**src/plsc_pkg.sv**
```systemverilog
// package for the port latch / skip / input-mode block
// assumes an 8-bit special-function register bus with byte addresses
package plsc_pkg;
  localparam int PLSC_W = 8;
  // register addresses
  localparam logic [7:0] PLSC_ADDR_PORT2_SKIP = 8'hd6;
  localparam logic [7:0] PLSC_ADDR_PORT3_LATCH = 8'hb0;
  localparam logic [7:0] PLSC_ADDR_PORT3_INMODE = 8'hf4;
  localparam logic [7:0] PLSC_ADDR_PORT3_SKIP = 8'hdf;
  localparam logic [7:0] PLSC_ADDR_PORT4_LATCH = 8'hc7;
  localparam logic [7:0] PLSC_ADDR_PORT4_INMODE = 8'hf5;
  localparam logic [7:0] PLSC_ADDR_PORT4_OUTMODE = 8'hae;
  // reset values
  localparam logic [7:0] PLSC_RST_LATCH = 8'hff;
  localparam logic [7:0] PLSC_RST_INMODE = 8'hff;
  localparam logic [7:0] PLSC_RST_OUTMODE = 8'h00;
  localparam logic [7:0] PLSC_RST_SKIP = 8'h00;
  localparam logic [7:0] PLSC_ZERO = 8'h00;
  // pins of the third port present in the small package
  localparam logic [7:0] PLSC_PORT3_SMALL_MASK = 8'h01;
  localparam logic [7:0] PLSC_ALL_MASK = 8'hff;

  // special-function register access
  typedef struct packed {
    logic wr;
    logic rd;
    logic [7:0] addr;
    logic [7:0] wdata;
  } plsc_sfr_req_t;

  // per-port configuration
  typedef struct packed {
    logic [7:0] latch;
    logic [7:0] inmode;
    logic [7:0] outmode;
    logic [7:0] skip;
  } plsc_port_cfg_t;

  // pin-side drive of one port
  typedef struct packed {
    logic [7:0] dout;
    logic [7:0] oe_n;
    logic [7:0] ana;
  } plsc_pin_drv_t;
endpackage

```
**src/plsc_pin_ctrl.sv**
```systemverilog
// per-pin driver, read-back and skip logic of one byte-wide port
// assumes pin levels already synchronous to clk; registered in the parent
`timescale 1ns/10ps
module plsc_pin_ctrl
  import plsc_pkg::*;
(
  input wire plsc_pkg::plsc_port_cfg_t cfg,
  input wire logic [7:0] present,
  input wire logic [7:0] pin_in,
  output plsc_pkg::plsc_pin_drv_t drv,
  output logic [7:0] rd_val,
  output logic [7:0] skip_out
);
  import plsc_pkg::*;

  genvar i;
  generate
    for (i = 0; i < PLSC_W; i++) begin : g_pin
      // analog pins drop driver and receiver; open-drain never drives high
      assign drv.dout[i] = cfg.latch[i];
      assign drv.oe_n[i] = !(present[i] && cfg.inmode[i]
                             && (!cfg.latch[i] || cfg.outmode[i]));
      assign drv.ana[i] = present[i] && !cfg.inmode[i];
      // reads show the pin, not the latch, and zero for analog pins
      assign rd_val[i] = present[i] && cfg.inmode[i] && pin_in[i];
      // absent pins are always forced skipped here, but the parent's registered skip outputs are cleared by reset
      assign skip_out[i] = cfg.skip[i] || !present[i];
    end
  endgenerate
endmodule

```
**src/plsc_port_regs.sv**
```systemverilog
// latch, input-mode, output-mode and skip registers of ports two to four
// assumes a single-cycle sfr bus: write strobe with address, read data
// registered one cycle after the read strobe; pins synchronous to clk
//
// Notes on behaviour
// - a skip bit of 1 makes the crossbar pass over the pin, 0 leaves it usable.
// - the crossbar sees every port's skip bits and never uses a skipped pin.
// - a latch bit of 0 drives the pin low and 1 drives it high on a push-pull pin.
// - a latch bit of 1 on an open-drain pin leaves the pin floating.
// - port reads return 0 for every analog-configured pin.
// - port reads of a digital pin return the pin level, not the latch.
// - the fourth port exists only in the large package.
// - of the third port only bit 0 exists in the small package.
// - an input-mode bit of 0 makes the pin analog with driver and receiver off.
// - output-mode 1 is push-pull, 0 open-drain, ignored for analog pins.
`timescale 1ns/10ps
module plsc_port_regs
  import plsc_pkg::*;
#(
  parameter bit LARGE_PKG = 1'b1
)(
  input wire logic clk,
  input wire logic reset,
  input wire logic clk_en,
  input wire plsc_pkg::plsc_sfr_req_t sfr_req,
  output logic [7:0] sfr_rdata,
  output logic sfr_hit,
  input wire logic [7:0] port3_pin_in,
  input wire logic [7:0] port4_pin_in,
  input wire logic [7:0] port3_output_mode,
  output plsc_pkg::plsc_pin_drv_t port3_drv,
  output plsc_pkg::plsc_pin_drv_t port4_drv,
  output logic [7:0] port2_skip_out,
  output logic [7:0] port3_skip_out,
  output logic [7:0] port4_skip_out
);
  import plsc_pkg::*;

  typedef struct packed {
    logic [7:0] p2_skip;
    plsc_port_cfg_t port3;
    plsc_port_cfg_t port4;
    logic [7:0] rdata;
    logic hit;
    plsc_pin_drv_t d3;
    plsc_pin_drv_t d4;
    logic [7:0] s2;
    logic [7:0] s3;
    logic [7:0] s4;
  } plsc_state_t;

  plsc_state_t st_q;
  plsc_state_t st_d;

  // package-dependent pin presence
  // presence is fixed at build time, so absent pins cost no run-time logic
  localparam logic [7:0] PORT3_PRESENT = LARGE_PKG ? PLSC_ALL_MASK : PLSC_PORT3_SMALL_MASK;
  localparam logic [7:0] PORT4_PRESENT = LARGE_PKG ? PLSC_ALL_MASK : PLSC_ZERO;

  // address match helper used by the write decode; the read decode uses a case on the address
  function automatic logic plsc_sel(input plsc_sfr_req_t r, input logic [7:0] a);
    plsc_sel = (r.addr == a);
  endfunction

  // per-port configuration as the pin logic sees it
  plsc_port_cfg_t port3_cfg;
  plsc_port_cfg_t port4_cfg;
  plsc_pin_drv_t d3_c;
  plsc_pin_drv_t d4_c;
  logic [7:0] rd3;
  logic [7:0] rd4;
  logic [7:0] sk3;
  logic [7:0] sk4;

  // third port's output mode lives elsewhere and comes in as a level
  // the stored third-port output mode is never used; the input replaces it
  always_comb begin
    port3_cfg = st_q.port3;
    port3_cfg.outmode = port3_output_mode;
    port4_cfg = st_q.port4;
  end

  // third port: pin drive, read-back and skip forcing
  plsc_pin_ctrl u_port3 (
    .cfg(port3_cfg),
    .present(PORT3_PRESENT),
    .pin_in(port3_pin_in),
    .drv(d3_c),
    .rd_val(rd3),
    .skip_out(sk3)
  );

  // fourth port: same logic, all pins absent in the small package
  plsc_pin_ctrl u_port4 (
    .cfg(port4_cfg),
    .present(PORT4_PRESENT),
    .pin_in(port4_pin_in),
    .drv(d4_c),
    .rd_val(rd4),
    .skip_out(sk4)
  );

  // next state: register writes, read mux, registered pin and crossbar outputs
  always_comb begin
    st_d = st_q;
    if (sfr_req.wr) begin
      // absent third-port bits are stored as written; the pin logic masks them, but input-mode and skip reads return them
      // second port has only its skip register in this block
      if (plsc_sel(sfr_req, PLSC_ADDR_PORT2_SKIP)) begin
        st_d.p2_skip = sfr_req.wdata;
      end
      // third port latch, input mode and skip
      if (plsc_sel(sfr_req, PLSC_ADDR_PORT3_LATCH)) begin
        st_d.port3.latch = sfr_req.wdata;
      end
      if (plsc_sel(sfr_req, PLSC_ADDR_PORT3_INMODE)) begin
        st_d.port3.inmode = sfr_req.wdata;
      end
      if (plsc_sel(sfr_req, PLSC_ADDR_PORT3_SKIP)) begin
        st_d.port3.skip = sfr_req.wdata;
      end
      // fourth port writes are dropped in the small package
      if (LARGE_PKG) begin
        if (plsc_sel(sfr_req, PLSC_ADDR_PORT4_LATCH)) begin
          st_d.port4.latch = sfr_req.wdata;
        end
        if (plsc_sel(sfr_req, PLSC_ADDR_PORT4_INMODE)) begin
          st_d.port4.inmode = sfr_req.wdata;
        end
        if (plsc_sel(sfr_req, PLSC_ADDR_PORT4_OUTMODE)) begin
          st_d.port4.outmode = sfr_req.wdata;
        end
      end
    end
    // read data: latch addresses return pins, config returns stored value, fourth port config reads zero in the small package
    st_d.hit = 1'b0;
    st_d.rdata = PLSC_ZERO;
    if (sfr_req.rd) begin
      st_d.hit = 1'b1;
      case (sfr_req.addr)
        PLSC_ADDR_PORT2_SKIP: st_d.rdata = st_q.p2_skip;
        PLSC_ADDR_PORT3_LATCH: st_d.rdata = rd3;
        PLSC_ADDR_PORT3_INMODE: st_d.rdata = st_q.port3.inmode;
        PLSC_ADDR_PORT3_SKIP: st_d.rdata = st_q.port3.skip;
        PLSC_ADDR_PORT4_LATCH: st_d.rdata = rd4;
        PLSC_ADDR_PORT4_INMODE: st_d.rdata = LARGE_PKG ? st_q.port4.inmode : PLSC_ZERO;
        PLSC_ADDR_PORT4_OUTMODE: st_d.rdata = LARGE_PKG ? st_q.port4.outmode : PLSC_ZERO;
        default: st_d.hit = 1'b0;
      endcase
    end
    st_d.d3 = d3_c;
    st_d.d4 = d4_c;
    // crossbar sees every port's skip set, absent pins forced skipped
    st_d.s2 = st_q.p2_skip;
    st_d.s3 = sk3;
    st_d.s4 = sk4;
  end

  // single state register; clock enable freezes everything
  always_ff @(posedge clk) begin
    if (reset) begin
      st_q <= '0;
      st_q.p2_skip <= PLSC_RST_SKIP;
      st_q.port3.latch <= PLSC_RST_LATCH;
      st_q.port3.inmode <= PLSC_RST_INMODE;
      st_q.port3.outmode <= PLSC_RST_OUTMODE;
      st_q.port3.skip <= PLSC_RST_SKIP;
      st_q.port4.latch <= PLSC_RST_LATCH;
      st_q.port4.inmode <= PLSC_RST_INMODE;
      st_q.port4.outmode <= PLSC_RST_OUTMODE;
      st_q.port4.skip <= PLSC_RST_SKIP;
      // all pins released in reset so nothing fights the board at power-up
      st_q.d3.oe_n <= PLSC_ALL_MASK;
      st_q.d4.oe_n <= PLSC_ALL_MASK;
    end else if (clk_en) begin
      st_q <= st_d;
    end
  end

  assign sfr_rdata = st_q.rdata;
  assign sfr_hit = st_q.hit;
  assign port3_drv = st_q.d3;
  assign port4_drv = st_q.d4;
  assign port2_skip_out = st_q.s2;
  assign port3_skip_out = st_q.s3;
  assign port4_skip_out = st_q.s4;
endmodule

```
**config.mk**
```make
export PLATFORM = sky130hd
export DESIGN_NAME = plsc_port_regs
export DESIGN_NICKNAME = d
export VERILOG_FILES = /design/src/plsc_pkg.sv /design/src/plsc_pin_ctrl.sv /design/src/plsc_port_regs.sv
export SDC_FILE = /design/constraint.sdc
export NUM_CORES = 1
export LEC_CHECK = 0
export ABC_AREA = 0
export CORE_ASPECT_RATIO = 1.75
export CORE_MARGIN = 2
export CORE_UTILIZATION = 32
export DETAILED_ROUTE_END_ITERATION = 10
export DONT_BUFFER_PORTS = 1
export GPL_TIMING_DRIVEN = 0
export PLACE_DENSITY = 0.59
export SYNTH_ARGS = -nofsm -noshare
export SYNTH_HDL_FRONTEND = slang
export SYNTH_HIERARCHICAL = 1
export SYNTH_SLANG_ARGS = --single-unit
```
**constraint.sdc**
```tcl
create_clock -name clk -period 1.5 [get_ports clk]
set_clock_uncertainty 0.15 [all_clocks]
set_input_delay 0.075 -clock clk [delete_from_list [all_inputs] [get_ports clk]]
set_output_delay 0.075 -clock clk [all_outputs]
set_load 0.05 [all_outputs]
```
After elaboration in Yosys (flattened, before gate mapping)
Index checks and enable logic that the tools add are counted.

Add/sub/neg operators: 0. Multiply operators: 0. Divide/modulo/power cells: 0. Magnitude comparators: 0. Equality and inequality tests: 7. Shift operators: 0. Muxes and demuxes: 3. Bitwise logic cells: 0. Reduce and logical (&&, ||, !) cells: 104.

Operators with widths (count): $eq A8 B8 Y1 const B (7); $pmux W8 S7 (1); $logic_not A1 Y1 (48); $logic_and A1 B1 Y1 (32); $reduce_and A3 Y1 (7); $logic_or A1 B1 Y1 (16); $mux W9 (1); $reduce_or A7 Y1 (1); $mux W1 (1).

Register bits after elaboration: 129. Bits in latches: 0. Bits in writable memories: 0. Bits in read-only memories: 0. Output and inout bits: 81. Word-level logic and storage cells: 131. Memories: 0.

Depth between registers and ports, before layout
Gate-level depths: netlist (run 1).

Depth in word-level cells: 4. Depth in mapped cells: 6. Mapped depth without buffers: 5.

By module
The synthesis (run 1) kept the hierarchy.

Modules (own cells, without submodules): plsc_port_regs (instances 1, cells an instance 537, area each 5506.5 µm²); plsc_pin_ctrl (instances 2, cells an instance 48, area each 300.3 µm²).

Worst setup path before layout (run 1)
OpenSTA, ideal clock, no wires.

Kind: input to register. Start: in sfr_req[8] (netlist name). End: reg st_q (netlist bit port3_cfg[24]). Setup time: 0.120 ns. Arrival: 1.277 ns. Data required time: 1.230 ns. Path slack: -0.046 ns. Stages on the path: 4. Path buffers: 1. Cells stage by stage: nor4_4 -> nand4_2 -> clkbuf_1 -> a211o_1.

Cells in the longest elaborated chain, start to end: 2.

RTL lines: start, declared (line plsc_port_regs.sv:25) `input wire plsc_pkg::plsc_sfr_req_t sfr_req,`; $eq A8 B8 Y1 (line plsc_port_regs.sv:62) `plsc_sel = (r.addr == a);`; $reduce_and A3 Y1 (no line); end signal, assigned (line plsc_port_regs.sv:176) `st_q <= st_d;`; end, declared (line plsc_port_regs.sv:52) `plsc_state_t st_q;`.

No other way between the ends. A chain may end at the register's enable or synchronous reset.

Worst setup path after layout (run 1)
Start: reg st_q (netlist bit port4_cfg[20]). End: reg st_q (netlist bit sfr_rdata[4]).

Cells in the longest elaborated chain, start to end: 3.

RTL lines: $logic_and A1 B1 Y1 (line plsc_pin_ctrl.sv:25) `assign rd_val[i] = present[i] && cfg.inmode[i] && pin_in[i];`; net rd4[4] (line plsc_port_regs.sv:71) `logic [7:0] rd4;`; $pmux W8 S7 (line plsc_port_regs.sv:140) `case (sfr_req.addr)`; $mux W9 (line plsc_port_regs.sv:138) `if (sfr_req.rd) begin`.

The timed path passes the listed nets, and every way through them passes these cells.

==> flow_summary.yaml, run 1 <==
detailed_routing:
  drc: 0
  wirelength_um: 20000
  drt-vias-per-instance: 4.93
  drt_iter0_drc: 296
  first_pass_iters: 5
  ant_nets: 0
  wire_per_inst_um: 19.9
  dr_total_vias: 4960
run_status:
  violations: "hold timing"
  status: "complete, but fails checks"
timing:
  period_share_pct: 98.1
  slew_headroom_pct: 46.9
  holdWs_ns: -0.0258
  period_minus_slack_ns: 1.47
  setup_violations: 0
  slew_viol_final: 0
  report.final.hold_viol_count: 6
  fmax_mhz: 680
  rsz0062_at_grt: "yes"
  worstMarginPinSlew_ns: 0.794
synth:
  synthCells: 633
  synth_edf_count: 0
  yosys-top-cells-count: "137 x dfxtp_1, 98 x nor2_1, 80 x mux2i_1, 48 x a211o_1, 48 x nor2b_1"
  synth_ff_type: "dfxtp_1"
  ys_ff_latch: 137
  yosys_warnings: 6
  async_flop_share_pct: 0
  synthDominantCellAreaShare_pct: 44.9
  synth_cell_types: 37
  yosysMostFrequentCell: "dfxtp_1"
  syn-cell-area_um2: 6110
  syn_avg_cell_area_um2: 9.65
  ys_seq_area_share_pct: 44.9
  synth.top_cells.by_area: "dfxtp_1 45%, mux2i_1 13%, a211o_1 6.9%"
  synth_area_leader_cell: "dfxtp_1"
critical_path:
  cp_data_arrival_time_ns: 1.64
  slowest_stage: "dfxtp_2"
  cpMostUsedCell: "a221oi_1"
  end_kind: "flop"
  crit_chain: "and3_1, inv_1, o31ai_1, a221oi_1, a221oi_1"
  crit_family: "compound AO/OA/AOI/OAI gates"
  timing.critical_path.buf_inv: 1
  worst-setup-path-type: "reg2reg"
  critPathMaxFanout: 5
  worstPathRequired_ns: 1.67
  cp-start-kind: "flop"
  slowest_delay_ns: 0.40
floorplanning:
  die-area_um2: 20200
  io_pins: 126
  start_util_pct: 32.7
  core_um2: 18700
  die_h_um: 187
  die_width_um: 108
  num_rows: 66
clocking:
  ctsRootBufferMaster: "clkbuf_16"
  clk_pin_slew_ns: 0.06
  insertion_delay_ns: 0.42
  cts_max_level: 4
  cts_tree: "yes"
  cts.sinks: 137
  clockBufferDepth: 2
  numCtsBuffers: 17
final_layout:
  area.growth.synth_to_final_pct: 25.4
  design_area_um2: 7660
  nNetsFinal: 792
  final_util_pct: 41.0
  fin_cells: 1006
  drive_gt1_share_pct: 13.3
  fill_cells: 1883
run:
  drv_cap: 0
placed_design:
  routabilityCongestion: 0.849
  dp_hpwl_um: 14500
  portBuffers: 0
  dp.cells: 941
  placed_area_um2: 6680
power_and_ir_drop:
  power_density_nw_per_um2: 1190
  power.total_mw: 9.12
  vdd_ir_drop_max_mv: 0.781
  p_leak_nw: 3.25
global_route:
  grt-ovfl-total: 0
  grt_pass1_wl_um: 29800
  grt_pass1_vias: 4947
  antenna_found_initial: 8
  track_usage_pct: 19.9
  grt_max_degree: 17
worst_hold_path:
  hp-class: "in2reg"
-- final timing paths --
kind         slack [ns]                        from                          to  cells past startpoint
min reg2reg        0.35  port3_cfg[29]$_SDFFE_PP1P_  port3_cfg[29]$_SDFFE_PP1P_                      1
max reg2reg        0.03  port4_cfg[20]$_SDFFE_PP1P_   sfr_rdata[4]$_SDFFE_PP0P_                      5
max                0.03  port4_cfg[20]$_SDFFE_PP1P_   sfr_rdata[4]$_SDFFE_PP0P_                      5
min               -0.03                 sfr_req[12]  port3_cfg[20]$_SDFFE_PP1P_                      4
-- registers in the layout, indices dropped and copies added, names as in the netlist --
name	cells
port4_skip_out	8
port4_drv	24
sfr_rdata	8
port3_cfg	24
port2_skip_out	8
sfr_hit	1
port4_cfg	24
port3_skip_out	8
st_d	8
port3_drv	24
-- tightest hold or removal path, stage by stage --
cell and delay, ns:
nand4b_1 0.11, nor3_2 0.11, nor2b_1 0.12, a211o_1 0.10
-- timing repair --
| action | in CTS | in global routing |
|---|---|---|
| endpoints found under the hold margin | 73 | 5 |
| resized for setup | 19 | 16 |
| pin swaps | 3 | 8 |
| buffers inserted | 0 | 4 |
| hold buffers | 19 | 2 |
| endpoints found under the setup margin | 72 | 35 |
| gates cloned | 0 | 0 |
-- final cells by class --
cell class                 instances  area, µm²  share of cell area [%]
clock buffer                      20        457                    5.97
sequential                       137       2780                    36.2
multi-input combinational        479       3260                    42.6
tap                              238        298                    3.89
buffer                            55        308                    4.02
antenna                            9       22.5                   0.294
clock inverter                    11        171                    2.24
timing repair buffer              25        240                    3.14
inverter                          32        120                    1.57
-- through the flow --
step	hold WS (ns)	worst slack [ns]	setup TNS, ns
4_1_cts	-0.0476	0.00201	0
2_1_floorplan	0.0429	-0.00923	-0.0738
6_report	-0.0258	0.0289	0
3_3_place_gp	0.0464	-0.634	-55.15
3_5_place_dp	0.0495	-0.637	-55.76
5_1_grt	-0.00955	-0.0154	-0.0535
-- layout by cell type, fill, tap and decap left out, types with 3 or more instances in the layout --
cell type | Yosys | final
bufinv_16 | 0 | 4
buf_2 | 16 | 16
dfxtp_1 | 137 | 121
conb_1 | 2 | 72
and3_1 | 16 | 16
a211o_1 | 48 | 48
and4b_1 | 3 | 3
nor2_1 | 98 | 98
dfxtp_4 | 0 | 5
clkbuf_2 | 0 | 3
diode_2 | 0 | 9
o211ai_1 | 16 | 16
dlygate4sd3_1 | 0 | 21
clkbuf_16 | 0 | 17
and4_1 | 3 | 3
nand4bb_1 | 3 | 3
a22o_1 | 16 | 16
dfxtp_2 | 0 | 11
a221oi_1 | 16 | 12
inv_1 | 32 | 32
mux2i_1 | 80 | 80
nand2b_1 | 25 | 25
o31ai_1 | 8 | 5
nor2b_1 | 48 | 48
a221oi_2 | 0 | 4
o31ai_2 | 0 | 3
clkinv_4 | 0 | 3
buf_4 | 16 | 20
clkbuf_1 | 22 | 19
clkbuf_8 | 0 | 3
a22oi_1 | 8 | 8
-- kinds of logic after synthesis --
logic type,after synthesis,synth area share (%)
other,2,0.123
XOR/XNOR,1,0.143
multiplexers,80,13.1
AO/OA/AOI/OAI,116,16.2
flip-flops,137,44.9
buffers and inverters,87,6.78
AND/OR/NAND/NOR,210,18.7
-- metal layers --
layer | up-vias | GRT usage (%) | wire length (µm)
met4 | 2 | 11.7 | 883
met5 | - | 0 | 13
met2 | 180 | 34.8 | 10800
met3 | 46 | 6.74 | 1430
met1 | 2333 | 19.9 | 6890
li1 | 2399 | - | -
-- power by group --
group          internal (mW)  switching (mW)  leakage (nW)
Sequential              3.72           0.360          1.12
Clock                   2.86            1.65         0.302
Combinational          0.216           0.308          1.83
Note: power is estimated with default switching activity, not from simulation.
==> inputs of run 2 (changes only) <==
- HOLD_SLACK_MARGIN: unset -> 0.03
- MAX_ROUTING_LAYER: unset -> met4
- RECOVER_POWER: unset -> 50
==> run 2 against run 1 <==
The run ends with hold timing, setup timing left. Power down 0.10%. Die area did not move. Via count is 0.46% lower. Critical endpoint is now port3_cfg[23]$_SDFFE_PP1P_.
==> flow_summary.yaml, run 2 (synthesis results as in run 1) <==
run_status:
  status: "complete, but fails checks"
  violations: "hold timing, setup timing"
global_route:
  grt-ovfl-total: 0
  grt_max_degree: 17
  grt_pass1_vias: 4956
  grt_util_met3_pct: 6.11
  grt_busiest_layer: "met2"
  track_usage_pct: 20.5
  grt_use_met2_pct: 34.8
  grt_pass1_wl_um: 29800
  antenna_found_initial: 8
  grt_use_met1_pct: 20.2
critical_path:
  cp-start-kind: "input pin"
  critPathMaxFanout: 10
  worstPathRequired_ns: 1.66
  slowest_delay_ns: 0.51
  crit_family: "simple AND/OR/NAND/NOR gates"
  crit_chain: "nand4b_1, nor3_2, clkbuf_1, nor2b_1, a211o_1"
  worst-setup-path-type: "in2reg"
  end_kind: "flop"
  timing.critical_path.buf_inv: 1
  slowest_stage: "nor3_2"
  cp_data_arrival_time_ns: 1.67
final_layout:
  area.growth.synth_to_final_pct: 24.7
  final_util_pct: 40.8
  design_area_um2: 7610
  final_common_cell: "dfxtp_1"
  fill_cells: 1890
  nNetsFinal: 791
  final_cell_mix: "121 x dfxtp_1, 98 x nor2_1, 80 x mux2i_1"
  fin_cells: 1005
  drive_gt1_share_pct: 12.7
timing:
  slew_headroom_pct: 49.3
  rsz0062_at_grt: "yes"
  period_share_pct: 101
  slew_viol_final: 0
  report.final.hold_viol_count: 6
  fmax_mhz: 662
  period_minus_slack_ns: 1.51
  worstMarginPinSlew_ns: 0.758
  setup_violations: 3
  holdWs_ns: -0.0281
  fin_ws_ns: -0.0107
floorplanning:
  die_width_um: 108
  core_um2: 18700
  io_pins: 126
  start_util_pct: 32.7
  die-area_um2: 20200
  num_rows: 66
  die_h_um: 187
clocking:
  cts_max_level: 4
  insertion_delay_ns: 0.42
  numCtsBuffers: 17
  cts_tree: "yes"
  clockBufferDepth: 2
  cts.sinks: 137
  ctsRootBufferMaster: "clkbuf_16"
  clk_pin_slew_ns: 0.06
worst_hold_path:
  hp-class: "in2reg"
detailed_routing:
  first_pass_iters: 5
  drt_iter0_drc: 363
  drt-vias-per-instance: 4.91
  dr_total_vias: 4937
  wire_per_inst_um: 19.8
  ant_nets: 0
  drc: 0
  wirelength_um: 19900
power_and_ir_drop:
  power_density_nw_per_um2: 1200
  p_leak_nw: 3.23
  vdd_ir_drop_max_mv: 0.780
  power.total_mw: 9.11
run:
  drv_cap: 0
placed_design:
  portBuffers: 0
  dp_hpwl_um: 14500
  placed_area_um2: 6680
  dp.cells: 941
  routabilityCongestion: 0.863
run 2: cell count changes in the layout (fill, tap and decap cells not counted), moves of 2 or more:
cell,change
clkbuf_1,+2
a221oi_1,+2
a221oi_2,-2
buf_2,-5
clkbuf_2,+3
run 2: metal layers:
| layer | routed length [µm] | vias to the layer above | share of wire, % |
|---|---|---|---|
| met5 | 0 | - | 0 |
| met4 | 849 | 0 | 4.3 |
| met3 | 1210 | 42 | 6.1 |
| met2 | 10700 | 173 | 54 |
| met1 | 7120 | 2332 | 36 |
| li1 | - | 2390 | - |
run 2: where the power goes:
group	leakage, nW	switching [mW]	internal, mW
clock network	0.302	1.65	2.86
logic	1.80	0.304	0.214
registers	1.12	0.361	3.72
total	3.23	2.31	6.79
run 2: path summary, 6_finish.rpt:
path,from,cells after the start,endpoint,slack (ns)
setup / recovery,sfr_req[9],5,port3_cfg[23]$_SDFFE_PP1P_,-0.01
hold reg to reg,port3_cfg[29]$_SDFFE_PP1P_,1,port3_cfg[29]$_SDFFE_PP1P_,0.35
setup reg to reg,port4_cfg[22]$_SDFFE_PP1P_,5,sfr_rdata[6]$_SDFFE_PP0P_,0
hold / removal,sfr_req[12],4,port3_cfg[20]$_SDFFE_PP1P_,-0.03
run 2: timing repair:
| item | 4_1_cts | 5_1_grt |
|---|---|---|
| gates resized for setup | 19 | 11 |
| buffers inserted | 0 | 4 |
| pin swaps | 3 | 6 |
| endpoints found under the hold margin | 73 | 11 |
| gates cloned | 0 | 0 |
| setup endpoints to repair | 72 | 35 |
| hold buffers | 19 | 1 |
run 2: metrics by stage:
stage	TNS, ns	setup WS, ns
6_report	-0.0167	-0.0107
3_3_place_gp	-55.15	-0.634
2_1_floorplan	-0.0738	-0.00923
5_1_grt	-0.373	-0.137
3_5_place_dp	-55.76	-0.637
4_1_cts	0	0.00201
run 2: tightest hold or removal path: stages:
cell	delay [ns]
nand4b_1	0.11
nor3_2	0.11
nor2b_1	0.12
a211o_1	0.10
run 2: area by class of cell:
type	count	area (µm²)	area share, %
Antenna cell	9	22.5	0.296
Buffer	55	305	4.01
Clock buffer	20	457	6.00
Clock inverter	11	171	2.25
Inverter	32	120	1.58
Multi-Input combinational cell	479	3240	42.5
Sequential cell	137	2780	36.4
Tap cell	238	298	3.91
Timing Repair Buffer	24	230	3.02
